===== src/tae_defines.svh =====
`ifndef TAE_DEFINES_SVH
`define TAE_DEFINES_SVH

// Register byte offsets
`define TAE_OFF_MSTATE 8'h00
`define TAE_OFF_SRPC 8'h04
`define TAE_OFF_SRSTATE 8'h08
`define TAE_OFF_TSTATUS 8'h0c
`define TAE_OFF_TCTRL 8'h10
`define TAE_OFF_CDOWN 8'h14
`define TAE_OFF_RELOAD 8'h18

// Machine state bit positions
`define TAE_MS_AUX 25
`define TAE_MS_AUXEXC 19
`define TAE_MS_WAIT 18
`define TAE_MS_CRIT 17
`define TAE_MS_EXTIRQ 15
`define TAE_MS_USER 14
`define TAE_MS_FLOAT 13
`define TAE_MS_MCHK 12
`define TAE_MS_FE_LO 11
`define TAE_MS_DBGWAIT 10
`define TAE_MS_DBG 9
`define TAE_MS_FE_HI 8
`define TAE_MS_ITRANS 5
`define TAE_MS_DTRANS 4

// Timer status and control bit positions
`define TAE_TS_CDOWN 27
`define TAE_TS_FTICK 26
`define TAE_TC_CDOWN_EN 26
`define TAE_TC_FSEL_HI 25
`define TAE_TC_FSEL_LO 24
`define TAE_TC_FTICK_EN 23
`define TAE_TC_RELOAD 22

// Vector offsets
`define TAE_VEC_AUX 16'h0f20
`define TAE_VEC_CDOWN 16'h1000
`define TAE_VEC_FTICK 16'h1010

// Reset values
`define TAE_RST_WORD 32'h0000_0000

`endif


===== src/tae_pkg.sv =====
package tae_pkg;

    // Cause of an entry
    typedef enum logic [1:0] {
        TAE_CAUSE_NONE = 2'b00,
        TAE_CAUSE_AUX = 2'b01,
        TAE_CAUSE_CDOWN = 2'b10,
        TAE_CAUSE_FTICK = 2'b11
    } tae_cause_t;

    // APB request from the master
    typedef struct packed {
        logic psel;
        logic penable;
        logic pwrite;
        logic [31:0] paddr;
        logic [31:0] pwdata;
    } tae_apb_req_t;

    // APB answer to the master
    typedef struct packed {
        logic pready;
        logic pslverr;
        logic [31:0] prdata;
    } tae_apb_rsp_t;

    // Entry notice to the pipeline
    typedef struct packed {
        logic valid;
        tae_cause_t cause;
        logic [15:0] vector;
    } tae_entry_t;

endpackage


===== src/tae_exception_entry.sv =====
// The register offsets and the APB slave port were left to the implementer.
`timescale 1ns/1ps
`include "tae_defines.svh"
module tae_exception_entry
    import tae_pkg::*;
(
    // Clock and reset
    input wire logic core_clk_i,
    input wire logic rst_b_i,
    // Register bus
    input wire tae_apb_req_t apb_i,
    output tae_apb_rsp_t apb_o,
    // Pipeline side
    input wire logic aux_exec_i,
    input wire logic [31:0] aux_ea_i,
    input wire logic [31:0] next_pc_i,
    input wire logic rfi_i,
    // Timer side
    input wire logic cdown_dec_i,
    input wire logic [3:0] tb_bits_i,
    // Entry notice and state view
    output tae_entry_t entry_o,
    output logic [31:0] machine_state_o
);

    // Everything runs on the one core clock; there is no clock enable
    // All inputs come from logic on that clock, so none is synchronised

    // Architected state, reached by software over the register bus
    logic [31:0] machine_state_reg_r; // Machine state
    logic [31:0] save_restore_pc_r; // Return address
    logic [31:0] save_restore_state_r; // Saved state
    logic [31:0] timer_status_reg_r; // Sticky timer flags
    logic [31:0] timer_control_reg_r; // Timer enables
    logic [31:0] interval_countdown_r; // Countdown value
    logic [31:0] cdown_reload_r; // Auto-reload value
    // Tick edge detection
    // The armed flag keeps reset from looking like a rising edge
    logic tb_prev_r; // Last selected time-base bit
    logic tb_armed_r; // Prev bit is valid
    // Bus answer registers
    logic [31:0] prdata_r;
    logic pslverr_r;
    // Entry notice register
    tae_entry_t entry_r;

    // Combinational helpers
    // None of these is stored; each settles within the cycle
    logic bus_wr; // Write taken this edge
    logic bus_setup; // Setup cycle
    logic cdown_timeout; // Countdown expiry event
    logic tb_sel; // Selected time-base bit
    logic ftick_event; // Tick event
    logic ext_on; // External enable from the machine state
    logic cdown_req; // Countdown request
    logic ftick_req; // Tick request
    logic take; // Entry this edge
    tae_cause_t cause; // Chosen cause
    logic [15:0] vec; // Chosen vector
    logic [31:0] tsr_set; // Hardware set mask

    // Address decode, used for reads and writes
    // Upper bits must be zero, so no alias of a register answers
    function automatic logic hit(input logic [31:0] a, input logic [7:0] off);
        hit = (a[31:8] == 24'h00_0000) && (a[7:0] == off);
    endfunction

    // Known address check
    function automatic logic mapped(input logic [31:0] a);
        mapped = hit(a, `TAE_OFF_MSTATE) || hit(a, `TAE_OFF_SRPC) ||
                 hit(a, `TAE_OFF_SRSTATE) || hit(a, `TAE_OFF_TSTATUS) ||
                 hit(a, `TAE_OFF_TCTRL) || hit(a, `TAE_OFF_CDOWN) ||
                 hit(a, `TAE_OFF_RELOAD);
    endfunction

    // State after entry: listed bits cleared, others kept
    // Critical, machine-check and debug enables pass through unchanged
    function automatic logic [31:0] entry_state(input logic [31:0] s);
        logic [31:0] r;
        r = s;
        r[`TAE_MS_AUX] = 1'b0;
        r[`TAE_MS_AUXEXC] = 1'b0;
        r[`TAE_MS_WAIT] = 1'b0;
        r[`TAE_MS_EXTIRQ] = 1'b0;
        r[`TAE_MS_USER] = 1'b0;
        r[`TAE_MS_FLOAT] = 1'b0;
        r[`TAE_MS_FE_LO] = 1'b0;
        r[`TAE_MS_DBGWAIT] = 1'b0;
        r[`TAE_MS_FE_HI] = 1'b0;
        r[`TAE_MS_ITRANS] = 1'b0;
        r[`TAE_MS_DTRANS] = 1'b0;
        entry_state = r;
    endfunction

    // Bus phase decode
    // Writes act in the access cycle only, never at setup
    assign bus_setup = apb_i.psel & ~apb_i.penable;
    assign bus_wr = apb_i.psel & apb_i.penable & apb_i.pwrite;

    // Countdown expires only on a real decrement from one
    // A decrement at zero is no expiry, so a stopped counter stays quiet
    always_comb begin
        cdown_timeout = cdown_dec_i && (interval_countdown_r == 32'h0000_0001);
        // A bus write to the countdown overrides the decrement
        if (bus_wr && hit(apb_i.paddr, `TAE_OFF_CDOWN)) begin
            cdown_timeout = 1'b0;
        end
    end

    // Tick bit select and rising edge
    // Moving the select can itself make an edge; mask the tick first
    // when changing the period
    assign tb_sel = tb_bits_i[timer_control_reg_r[`TAE_TC_FSEL_HI:`TAE_TC_FSEL_LO]];
    assign ftick_event = tb_armed_r & ~tb_prev_r & tb_sel;

    // Hardware flag sets touch their own bit only
    // Built as a mask so the status update is a single OR
    always_comb begin
        tsr_set = 32'h0000_0000;
        tsr_set[`TAE_TS_CDOWN] = cdown_timeout;
        tsr_set[`TAE_TS_FTICK] = ftick_event;
    end

    // Requests come from sticky flags and both enables
    // The level of the flag, not the event, drives the request,
    // so a request left pending is taken once the state returns
    assign ext_on = machine_state_reg_r[`TAE_MS_EXTIRQ];
    assign cdown_req = timer_status_reg_r[`TAE_TS_CDOWN] &
                       timer_control_reg_r[`TAE_TC_CDOWN_EN] & ext_on;
    assign ftick_req = timer_status_reg_r[`TAE_TS_FTICK] &
                       timer_control_reg_r[`TAE_TC_FTICK_EN] & ext_on;

    // Priority: aux trap, then countdown, then tick
    // The aux trap is synchronous and ignores the external enable
    // Countdown beats tick; the loser waits on its sticky flag
    always_comb begin
        take = 1'b1;
        cause = TAE_CAUSE_NONE;
        vec = 16'h0000;
        if (aux_exec_i && !machine_state_reg_r[`TAE_MS_AUX]) begin
            cause = TAE_CAUSE_AUX;
            vec = `TAE_VEC_AUX;
        end else if (cdown_req) begin
            cause = TAE_CAUSE_CDOWN;
            vec = `TAE_VEC_CDOWN;
        end else if (ftick_req) begin
            cause = TAE_CAUSE_FTICK;
            vec = `TAE_VEC_FTICK;
        end else begin
            // Nothing pending this cycle
            take = 1'b0;
        end
    end

    // Machine state: entry wins, then return, then bus
    // A bus write in the same cycle as an entry or return is dropped
    always_ff @(posedge core_clk_i) begin
        if (!rst_b_i) begin
            machine_state_reg_r <= `TAE_RST_WORD;
        end else if (take) begin
            // Clearing the external enable blocks further timer entries
            machine_state_reg_r <= entry_state(machine_state_reg_r);
        end else if (rfi_i) begin
            // Normal return restores the saved state
            machine_state_reg_r <= save_restore_state_r;
        end else if (bus_wr && hit(apb_i.paddr, `TAE_OFF_MSTATE)) begin
            // Software update when nothing else claims the register
            machine_state_reg_r <= apb_i.pwdata;
        end
    end

    // Return address save
    // Timer entries save where the program would have gone next
    always_ff @(posedge core_clk_i) begin
        if (!rst_b_i) begin
            save_restore_pc_r <= `TAE_RST_WORD;
        end else if (take) begin
            if (cause == TAE_CAUSE_AUX) begin
                // Faulting instruction, syndrome and fault address untouched
                save_restore_pc_r <= aux_ea_i;
            end else begin
                save_restore_pc_r <= next_pc_i;
            end
        end else if (bus_wr && hit(apb_i.paddr, `TAE_OFF_SRPC)) begin
            // Handler may rewrite the return address
            save_restore_pc_r <= apb_i.pwdata;
        end
    end

    // Saved state; critical save pair is never touched here
    // Holds the state from before the entry, for the return
    always_ff @(posedge core_clk_i) begin
        if (!rst_b_i) begin
            save_restore_state_r <= `TAE_RST_WORD;
        end else if (take) begin
            save_restore_state_r <= machine_state_reg_r;
        end else if (bus_wr && hit(apb_i.paddr, `TAE_OFF_SRSTATE)) begin
            // Handler may edit the saved state before returning
            save_restore_state_r <= apb_i.pwdata;
        end
    end

    // Timer status: write one to clear, hardware set wins
    // Zeros in the written word leave a flag alone
    // An event in the clearing cycle survives, so no expiry is lost
    always_ff @(posedge core_clk_i) begin
        if (!rst_b_i) begin
            timer_status_reg_r <= `TAE_RST_WORD;
        end else if (bus_wr && hit(apb_i.paddr, `TAE_OFF_TSTATUS)) begin
            timer_status_reg_r <= (timer_status_reg_r & ~apb_i.pwdata) | tsr_set;
        end else begin
            timer_status_reg_r <= timer_status_reg_r | tsr_set;
        end
    end

    // Timer control
    // Only the enable, select and reload bits have any effect
    always_ff @(posedge core_clk_i) begin
        if (!rst_b_i) begin
            // All enables off after reset
            timer_control_reg_r <= `TAE_RST_WORD;
        end else if (bus_wr && hit(apb_i.paddr, `TAE_OFF_TCTRL)) begin
            timer_control_reg_r <= apb_i.pwdata;
        end
    end

    // Countdown: bus write, else decrement with optional reload
    // A write in the decrement cycle wins and raises no time-out
    always_ff @(posedge core_clk_i) begin
        if (!rst_b_i) begin
            interval_countdown_r <= `TAE_RST_WORD;
        end else if (bus_wr && hit(apb_i.paddr, `TAE_OFF_CDOWN)) begin
            interval_countdown_r <= apb_i.pwdata;
        end else if (cdown_timeout) begin
            // Reload keeps a periodic stream; zero stops it
            if (timer_control_reg_r[`TAE_TC_RELOAD]) begin
                interval_countdown_r <= cdown_reload_r;
            end else begin
                // One-shot use: the counter stops at zero
                interval_countdown_r <= 32'h0000_0000;
            end
        end else if (cdown_dec_i && interval_countdown_r != 32'h0000_0000) begin
            // Held at zero: a stopped counter never wraps
            interval_countdown_r <= interval_countdown_r - 32'h0000_0001;
        end
    end

    // Reload value
    // Loaded on expiry only while auto-reload is on
    always_ff @(posedge core_clk_i) begin
        if (!rst_b_i) begin
            cdown_reload_r <= `TAE_RST_WORD;
        end else if (bus_wr && hit(apb_i.paddr, `TAE_OFF_RELOAD)) begin
            cdown_reload_r <= apb_i.pwdata;
        end
    end

    // Tick history; first cycle after reset only arms, avoids a false edge
    // An edge in the first cycle after reset is not seen
    always_ff @(posedge core_clk_i) begin
        if (!rst_b_i) begin
            // Idle low, like the time-base bits after reset
            tb_prev_r <= 1'b0;
            tb_armed_r <= 1'b0;
        end else begin
            tb_prev_r <= tb_sel;
            tb_armed_r <= 1'b1;
        end
    end

    // Entry notice, one-cycle pulse after the taking edge
    // Registered so the pipeline sees a clean pulse; costs one cycle
    always_ff @(posedge core_clk_i) begin
        if (!rst_b_i) begin
            entry_r <= '0;
        end else begin
            // Cause and vector only mean something with valid
            entry_r.valid <= take;
            entry_r.cause <= cause;
            entry_r.vector <= vec;
        end
    end

    // Read data captured in the setup cycle
    // Sampling at setup keeps the decode off the access-cycle path
    // A register that changes between setup and access reads its old value
    always_ff @(posedge core_clk_i) begin
        if (!rst_b_i) begin
            prdata_r <= `TAE_RST_WORD;
        end else if (bus_setup) begin
            // Decode on the low byte; the check below covers the rest
            case (apb_i.paddr[7:0])
                `TAE_OFF_MSTATE: prdata_r <= machine_state_reg_r;
                `TAE_OFF_SRPC: prdata_r <= save_restore_pc_r;
                `TAE_OFF_SRSTATE: prdata_r <= save_restore_state_r;
                `TAE_OFF_TSTATUS: prdata_r <= timer_status_reg_r;
                `TAE_OFF_TCTRL: prdata_r <= timer_control_reg_r;
                `TAE_OFF_CDOWN: prdata_r <= interval_countdown_r;
                `TAE_OFF_RELOAD: prdata_r <= cdown_reload_r;
                default: prdata_r <= 32'h0000_0000;
            endcase
            // Upper address bits must be zero too
            if (!mapped(apb_i.paddr)) begin
                prdata_r <= 32'h0000_0000;
            end
        end
    end

    // Error for unmapped addresses, decided at setup
    // Writes to unmapped slots are dropped without side effects
    always_ff @(posedge core_clk_i) begin
        if (!rst_b_i) begin
            pslverr_r <= 1'b0;
        end else if (bus_setup) begin
            // Held from setup into the access cycle
            pslverr_r <= !mapped(apb_i.paddr);
        end
    end

    // Zero-wait access phase
    // Every access completes in its first access cycle
    // pslverr is gated so it never shows outside an access
    assign apb_o.pready = apb_i.psel & apb_i.penable;
    assign apb_o.pslverr = pslverr_r & apb_i.psel & apb_i.penable;
    assign apb_o.prdata = prdata_r;
    assign entry_o = entry_r;
    assign machine_state_o = machine_state_reg_r;

endmodule


===== config.mk =====
export PLATFORM = sky130hd
export DESIGN_NAME = tae_exception_entry
export DESIGN_NICKNAME = d
export VERILOG_FILES = /design/src/tae_pkg.sv /design/src/tae_exception_entry.sv
export VERILOG_INCLUDE_DIRS = /design/src
export SDC_FILE = /design/constraint.sdc
export NUM_CORES = 1
export LEC_CHECK = 0
export BUFFER_PORTS_ARGS = -buffer_cell sky130_fd_sc_hd__buf_2
export CORE_MARGIN = 5
export CORE_UTILIZATION = 40
export CTS_CLUSTER_DIAMETER = 100
export DETAILED_ROUTE_END_ITERATION = 10
export SLEW_MARGIN = 0
export SYNTH_ARGS = -nofsm -noshare
export SYNTH_HDL_FRONTEND = slang
export SYNTH_SLANG_ARGS = --single-unit

===== constraint.sdc =====
create_clock -name core_clk_i -period 4.95 [get_ports core_clk_i]
set_clock_uncertainty 0.1 [all_clocks]
set_input_delay 0.99 -clock core_clk_i [delete_from_list [all_inputs] [get_ports core_clk_i]]
set_output_delay 0.99 -clock core_clk_i [all_outputs]
set_load 0.1 [all_outputs]

; Word level (Yosys, flattened, before mapping)
; Cells that the tools add are included.
[word_totals]
reg_bits = 278
elab_cells = 109
[classes]
n_lt_le_gt_ge = 1
n_addsub = 1
bitwise = 19
eq_ne = 8
mux = 27
reduce_logical = 36
[ops]
columns = cell, count
row1 = 2-to-1 mux 32 bit, 13
row2 = case mux 32 bit (7 select lines), 1
row3 = bitwise OR 32 x 28 -> 32 bit, 2
row4 = bitwise AND 32 bit, 1
row5 = "== test 32 x 1 -> 1 bit, second input constant", 1
row6 = inverter 32 bit, 1
row7 = nonzero test 32 bit, 1
row8 = "subtractor 32 x 1 -> 32 bit, second input constant", 1
row9 = 2-to-1 mux 13 bit, 2
row10 = "== test 8 x 5 -> 1 bit, second input constant", 3
row11 = zero test 24 bit, 1
row12 = logical AND 1 bit, 17
row13 = "== test 8 x 4 -> 1 bit, second input constant", 2
row14 = 2-to-1 mux 12 bit, 1
row15 = bitwise AND 1 bit, 11
row16 = "== test 8 x 3 -> 1 bit, second input constant", 1
row17 = zero test 8 bit, 1
row18 = logical OR 1 bit, 6
row19 = 2-to-1 mux 1 bit, 6
row20 = 2-to-1 mux 2 bit, 3
row21 = nonzero test 2 bit, 3
row22 = inverter 1 bit, 4
row23 = OR reduction 2 bit, 2
row24 = "< comparator 2 x 3 -> 1 bit, second input constant", 1
row25 = other kinds (6), 7

; Longest topological paths before layout
; Gate-level depths: netlist of the first run.
[logic_depth]
depth_word = 9
ltp_mapped = 10

; Worst setup path after synthesis of the first run
; Ideal clock, no wire load.
[synth_timing]
path_kind = input -> register
start = in apb_i[66] in the netlist's numbering
end = reg machine_state_reg_r[16] (netlist: machine_state_o[16])
t_required_ps = 4764
t_arrival_ps = 3486
setup_slack_ps = 1279
path_stages = 8
cell_sequence = and2_1 -> nand2_1 -> o41ai_1 -> and2_0 -> clkbuf_1 -> clkbuf_1 -> nor2_1 -> a211oi_1
[synth_via]
elab_chain_len = 5
[synth_rtl]
columns = element, line_no
row1 = "start, declared", tae_exception_entry.sv:11  ; input wire tae_apb_req_t apb_i,
row2 = bitwise AND 1 bit (2 in a row), tae_exception_entry.sv:98  ; assign bus_wr = apb_i.psel & apb_i.penable & apb_i.pwrite;
row3 = logical AND 1 bit, tae_exception_entry.sv:166  ; end else if (bus_wr && hit(apb_i.paddr, `TAE_OFF_MSTATE)) begin
row4 = nonzero test 2 bit (no source line), --
row5 = AND reduction 2 bit (no source line), --
row6 = "end signal, assigned", tae_exception_entry.sv:162  ; machine_state_reg_r <= entry_state(machine_state_reg_r);
row7 = "end signal, assigned", tae_exception_entry.sv:165  ; machine_state_reg_r <= save_restore_state_r;
row8 = "end signal, assigned", tae_exception_entry.sv:168  ; machine_state_reg_r <= apb_i.pwdata;
row9 = "end, declared", tae_exception_entry.sv:30  ; logic [31:0] machine_state_reg_r;
; Every way passes these cells.
; A chain may end at the register's enable or synchronous reset.

; Worst setup path in the final report of the first run
[layout_timing]
start = reg interval_countdown_r[18]
end = reg interval_countdown_r[9]
[layout_via]
elab_chain_len = 5
elab_cells_between_ends = 8
[layout_rtl]
columns = element, line_no
row1 = "start, declared", tae_exception_entry.sv:35  ; logic [31:0] interval_countdown_r;
row2 = "start signal, assigned", tae_exception_entry.sv:231  ; interval_countdown_r <= `TAE_RST_WORD;
row3 = "start signal, assigned", tae_exception_entry.sv:233  ; interval_countdown_r <= apb_i.pwdata;
row4 = "start signal, assigned", tae_exception_entry.sv:237  ; interval_countdown_r <= cdown_reload_r;
row5 = == test 32 x 1 -> 1 bit, tae_exception_entry.sv:103  ; cdown_timeout = cdown_dec_i && (interval_countdown_r == 32'h0000_0001);
row6 = logical AND 1 bit, tae_exception_entry.sv:103
row7 = 2-to-1 mux 1 bit, tae_exception_entry.sv:105  ; if (bus_wr && hit(apb_i.paddr, `TAE_OFF_CDOWN)) begin
row8 = 2-to-1 mux 32 bit, tae_exception_entry.sv:234  ; end else if (cdown_timeout) begin
row9 = 2-to-1 mux 32 bit, tae_exception_entry.sv:232  ; end else if (bus_wr && hit(apb_i.paddr, `TAE_OFF_CDOWN)) begin
; Several ways; a longest one is shown, not always the timed one.

==> summary.md, run 1 <==
| Metric | Value |
|---|---|
| Post-synth EDFFs | `0` |
| Initial Utilization | `0.403` |
| Post-synthesis average cell area | `8.41 um^2` |
| Ys async rst share | `0` |
| WP data required | `5.31 ns` |
| Final min period | `3.48 ns` |
| Post-synthesis cell area | `12600 um^2` |
| Final period util | `0.702` |
| Slowest CP cell | `or4_1` |
| Ratio of cells with drive above 1 in the final layout | `0.198` |
| GR Overflow Total | `0` |
| Worst slack, placed | `0.964 ns` |
| Worst Max-Slew Pin Slew | `1.17 ns` |
| Die X-Extent | `188 um` |
| CP Data Arrival Time | `3.83 ns` |
| Routed via count | `12600` |
| Number of buffers created by CTS | `29` |
| DRC Markers | `0` |
| Antenna diodes | `0` |
| CP Capture Type | `flop` |
| Status | `finished, final reports clean` |
| Total power | `4940 uW` |
| Die Span Y | `188 um` |
| Static Leak | `0.00604 uW` |
| Worst-path clk slew | `0.07 ns` |
| Critical path origin | `interval_countdown_r[18]` |
| First-pass GRT wire length | `72900 um` |
| Total Wirelength | `47400 um` |
| Site Rows | `65` |
| Pins Over Slew Limit | `0` |
| Commonest non-fill, non-tap cells in the layout | `dfxtp_1, nand2_1, buf_2, a21oi_1, nor2_1` |
| Syn Inst Count | `1504` |
| Hold Buf Count CTS | `0` |
| Most common cell after layout, fill and taps aside | `dfxtp_1` |
| Area Growth Syn to Fin | `18.0%` |
| Distinct cells, synth | `69` |
| CP peak stage delay | `0.79 ns` |
| GRT Util Overall | `0.256` |
| Final setup vio count | `0` |
| Die area | `35300 um^2` |
| Crit path cell chain | `or4_1 > or4_1 > or4_1 > nand3_4 > nand2_2 > o31ai_1` |
| CP bufs+invs | `0` |
| RSZ-0062 raised after global routing | `no` |
| Gpl congestion | `0.887` |
| Initial DRC Count | `1356` |
| Setup ws final | `1.47 ns` |
| Clk_lat worst skew | `0.56 ns` |
| CP top delay family | `simple AND/OR/NAND/NOR gates` |
| Peak Freq | `288 MHz` |
| Core footprint | `31400 um^2` |
| Vias in the first global route | `12000` |
| CP Class | `flop to flop` |
| Final hold vios | `0` |
| Final core utilization | `0.475` |
| First drt pass iteration count | `8` |
| Final setup TNS | `0 ns` |
| Routed Antenna Nets | `0` |
| Most used cell, CP | `or4_1` |
| Synth warn | `0` |
| HP Class | `flop to flop` |
| Final net count | `1786` |
| Sequential area share after synthesis | `0.420` |
| I/O pins | `225` |
| Clock sink count | `265` |
| Reg-to-reg startpoint | `interval_countdown_r[18]` |
| Port Buffers | `215` |
| CTS root buf | `clkbuf_16` |
| Maximum vdd drop | `236 uV` |
| Synth Register Bits | `265` |
| Dpl hpwl | `33400 um` |
| Initial antenna violation count | `0` |
| Largest net degree at the start of global routing | `74` |
| HP Start | `timer_status_reg_r[18]` |
| Wirelength per Cell | `22.9 um` |
| Post-synth top flop | `dfxtp_1` |
| CP Max Fanout | `18` |
| Post-CTS Resized | `0` |
| Pwr dens | `331 nW/um^2` |
| Worst setup SP type | `flop` |
| Max-cap violations | `0` |
| Clock Tree Buf Depth | `3` |
| CTS tree | `built` |
| H-tree Lvls | `1` |
| # Post-CTS Setup Buffers | `0` |
| Final hold slack | `0.329 ns` |
| Vias per cell | `6.12` |
| Worst rel slew slack | `0.221` |
[state kept, by name (all words and copies together) (netlist names)]
signal                cells
interval_countdown_r     32
tb_armed_r                1
machine_state_o          32
prdata_r                 32
pslverr_r                 1
save_restore_state_r     32
cdown_reload_r           32
timer_control_reg_r      32
entry_o                   6
tb_prev_r                 1
timer_status_reg_r       32
save_restore_pc_r        32
[worst paths after layout]
check	end	slack [ns]	cells after the start
min	timer_status_reg_r[18]	0.33	2
max	interval_countdown_r[9]	1.47	6
min reg2reg	timer_status_reg_r[18]	0.33	2
max reg2reg	interval_countdown_r[9]	1.47	6
[worst reg2reg max path: cells and delay by family, from the launching register on]
family	cells	cell delay [ns]
AND/OR/NAND/NOR	5	2.61
flip-flops	1	0.38
AO/OA/AOI/OAI	1	0.29
[cell families after synthesis]
group | Yosys count | synth area share
AOI/OAI and AO/OA | 449 | 0.259
other | 1 | 0.000297
adders and majority gates | 3 | 0.00297
xor gates and xnor gates | 1 | 0.000693
buffers and inverters | 165 | 0.0550
muxes | 74 | 0.0600
and+or+nand+nor | 546 | 0.202
DFF | 265 | 0.420
[cell type report]
class                   count  area, um^2
fillers                  3125       16500
inverters                  12        47.5
well taps                 402         503
flip-flops and latches    265        5310
clock inverters            12         125
clock buffers              40         817
multi-input cells        1082        6730
repair buffers            253        1400
[power by group]
group / leakage (uW) / total, uW / switching [uW] / internal [uW]
Combinational: 0.00342 / 527 / 393 / 134
Sequential: 0.00215 / 2250 / 60.9 / 2190
Clock: 0.000463 / 2160 / 907 / 1260
Total: 0.00604 / 4940 / 1360 / 3580
[per-stage QoR]
step           instances  instance area [um^2]
6_report            2066                 14900
5_1_grt             2066                 14900
4_1_cts             2066                 14900
3_5_place_dp        2014                 14000
3_3_place_gp        2014                 14000
2_1_floorplan       1512                 12700
[metal layers]
layer	routed length (um)	global-route usage
met5	0	0
met4	767	0.0511
met3	4840	0.0499
met2	20500	0.386
met1	21300	0.384
[cells in the mapped netlist (9+ instances only)]
library cell | instances | area (um^2)
nand4_1 | 21 | 131
o211a_1 | 9 | 90.1
dfxtp_1 | 265 | 5310
nand2_1 | 235 | 882
and2_1 | 9 | 56.3
clkbuf_1 | 124 | 465
buf_2 | 10 | 50.1
a222oi_1 | 30 | 300
a211oi_1 | 69 | 518
a22oi_1 | 59 | 443
a221oi_1 | 36 | 315
a21oi_1 | 134 | 671
or4_1 | 11 | 82.6
nor2_1 | 106 | 398
inv_1 | 11 | 41.3
buf_4 | 13 | 97.6
o21ai_0 | 15 | 75.1
mux2i_1 | 69 | 691
a22o_1 | 32 | 280
nor4_1 | 24 | 150
nor3_1 | 21 | 105
and3_1 | 44 | 275
nand3_1 | 43 | 215
No activity file was read; power rests on OpenSTA's default activity.
==> inputs of run 2 (changes only) <==
==> constraint.sdc (replaced) <==
create_clock -name core_clk_i -period 3.4 [get_ports core_clk_i]
set_clock_uncertainty 0.1 [all_clocks]
set_input_delay 0.68 -clock core_clk_i [delete_from_list [all_inputs] [get_ports core_clk_i]]
set_output_delay 0.68 -clock core_clk_i [all_outputs]
set_load 0.1 [all_outputs]
==> summary.md, run 2 (synthesis gave the netlist of run 1 again) <==
| Metric | Value |
|---|---|
| Status | `finished, final reports clean` |
| Setup ws final | `0.205 ns` |
| Peak Freq | `313 MHz` |
| Pins Over Slew Limit | `0` |
| Worst slack, placed | `0.258 ns` |
| CTS tree | `built` |
| Core footprint | `31400 um^2` |
| Final net count | `1812` |
| Final hold slack | `0.327 ns` |
| FF-to-FF setup slack | `0.20 ns` |
| Final hold vios | `0` |
| H-tree Lvls | `1` |
| Vias per cell | `6.16` |
| Clock Tree Buf Depth | `3` |
| RSZ-0062 raised after global routing | `no` |
| Dpl hpwl | `34500 um` |
| Die Span Y | `188 um` |
| Static Leak | `0.00616 uW` |
| I/O pins | `225` |
| Max-cap violations | `0` |
| Number of buffers created by CTS | `29` |
| Initial antenna violation count | `0` |
| Wirelength per Cell | `23.2 um` |
| First drt pass iteration count | `7` |
| Clk_lat worst skew | `0.55 ns` |
| Routed Antenna Nets | `0` |
| Initial Utilization | `0.403` |
| CP top delay family | `simple AND/OR/NAND/NOR gates` |
| Largest net degree at the start of global routing | `160` |
| Worst hold stages | `3` |
| GR Overflow Total | `0` |
| Initial DRC Count | `1521` |
| Most used cell, CP | `or4_1` |
| Critical path origin | `interval_countdown_r[19]` |
| Reg-to-reg startpoint | `interval_countdown_r[19]` |
| Most common cell after layout, fill and taps aside | `dfxtp_1` |
| Die X-Extent | `188 um` |
| DRC Markers | `0` |
| GRT Util Overall | `0.263` |
| Worst rel slew slack | `0.209` |
| Worst Reg-to-Reg Cells | `6` |
| Hold Buf Count CTS | `0` |
| # Post-CTS Setup Buffers | `0` |
| Final min period | `3.20 ns` |
| CP Capture Point | `interval_countdown_r[6]` |
| Final core utilization | `0.483` |
| Total Wirelength | `48500 um` |
| Final setup vio count | `0` |
| Ratio of cells with drive above 1 in the final layout | `0.206` |
| CP Max Fanout | `9` |
| Site Rows | `65` |
| Stages on worst setup path | `6` |
| Antenna diodes | `0` |
| Routed via count | `12900` |
| Reg-to-Reg End | `interval_countdown_r[6]` |
| Slowest CP cell | `or4_1` |
| Worst-path clk slew | `0.06 ns` |
| WP data required | `3.74 ns` |
| CP peak stage delay | `0.77 ns` |
| Die area | `35300 um^2` |
| Pwr dens | `463 nW/um^2` |
| Multi-input combinational cell area | `6730 um^2` |
| Post-CTS Resized | `0` |
| CTS root buf | `clkbuf_16` |
| Filler cell count | `3010` |
| HP Class | `input pin to flop` |
| Vias in the first global route | `12300` |
| Area Growth Syn to Fin | `19.9%` |
| Clock sink count | `265` |
| CP Data Arrival Time | `3.54 ns` |
| Commonest non-fill, non-tap cells in the layout | `dfxtp_1, nand2_1, buf_2, a21oi_1, nor2_1` |
| Port Buffers | `215` |
| Gpl congestion | `0.900` |
| CP Capture Type | `flop` |
| Final setup TNS | `0 ns` |
| Register area | `5310 um^2` |
| Final period util | `0.940` |
| Worst setup SP type | `flop` |
| CP Class | `flop to flop` |
| CP bufs+invs | `0` |
| Crit path cell chain | `or4_1 > or4_1 > or4_1 > nand3_4 > nand2_2 > o31ai_1` |
| Finished Layout Cells | `2091` |
| First-pass GRT wire length | `74600 um` |
| Placed cells | `2040` |
| Maximum vdd drop | `360 uV` |
| Worst Max-Slew Pin Slew | `1.19 ns` |
run 2: cell types whose count changed in the layout (fill, tap and decap cells not counted), sizes merged:
cell	before	now
buf	253	279
bufinv	2	0
clkbuf	40	48
clkinv	6	3
clkinvlp	2	0
inv	14	12
run 2: final cells by class:
cell class | instances | share of cell area
Multi-Input combinational cell | 1082 | 0.444
Sequential cell | 265 | 0.350
Timing Repair Buffer | 279 | 0.113
Clock buffer | 48 | 0.0565
Tap cell | 402 | 0.0332
Inverter | 12 | 0.00314
Clock inverter | 3 | 0.000990
run 2: worst reg2reg max path, stage by stage (launching register included):
cell and delay [ns]:
dfxtp_1 0.38, or4_1 0.58, or4_1 0.61, or4_1 0.78
nand3_4 0.14, nand2_2 0.17, o31ai_1 0.33
run 2: power by group:
part	internal [uW]	switching, uW	leakage, uW	total [uW]
logic	202	579	0.00358	781
clock network	1700	1260	0.000428	2960
registers	3190	89.5	0.00215	3270
run 2: worst min path at each step:
stage,start,endpoint,slack (ns)
after floorplan,timer_status_reg_r[2],timer_status_reg_r[2],0.31
after detailed placement,timer_status_reg_r[9],timer_status_reg_r[9],0.32
after global routing,apb_i[14],timer_status_reg_r[14],0.34
after CTS,aux_ea_i[2],save_restore_pc_r[2],0.31
after global placement,timer_status_reg_r[22],timer_status_reg_r[22],0.32
final,aux_ea_i[2],save_restore_pc_r[2],0.33
run 2: layer usage:
metal  wire [um]  track usage
met2       20600        0.386
met5           0            0
met3        4910       0.0508
met4        1160       0.0675
met1       21800        0.394
run 2: per-stage QoR:
stage,power (uW),area (um^2)
after floorplan,3830,12700
after global placement,4100,14300
after detailed placement,4110,14300
after CTS,7040,15200
after global routing,7230,15200
final,7020,15200
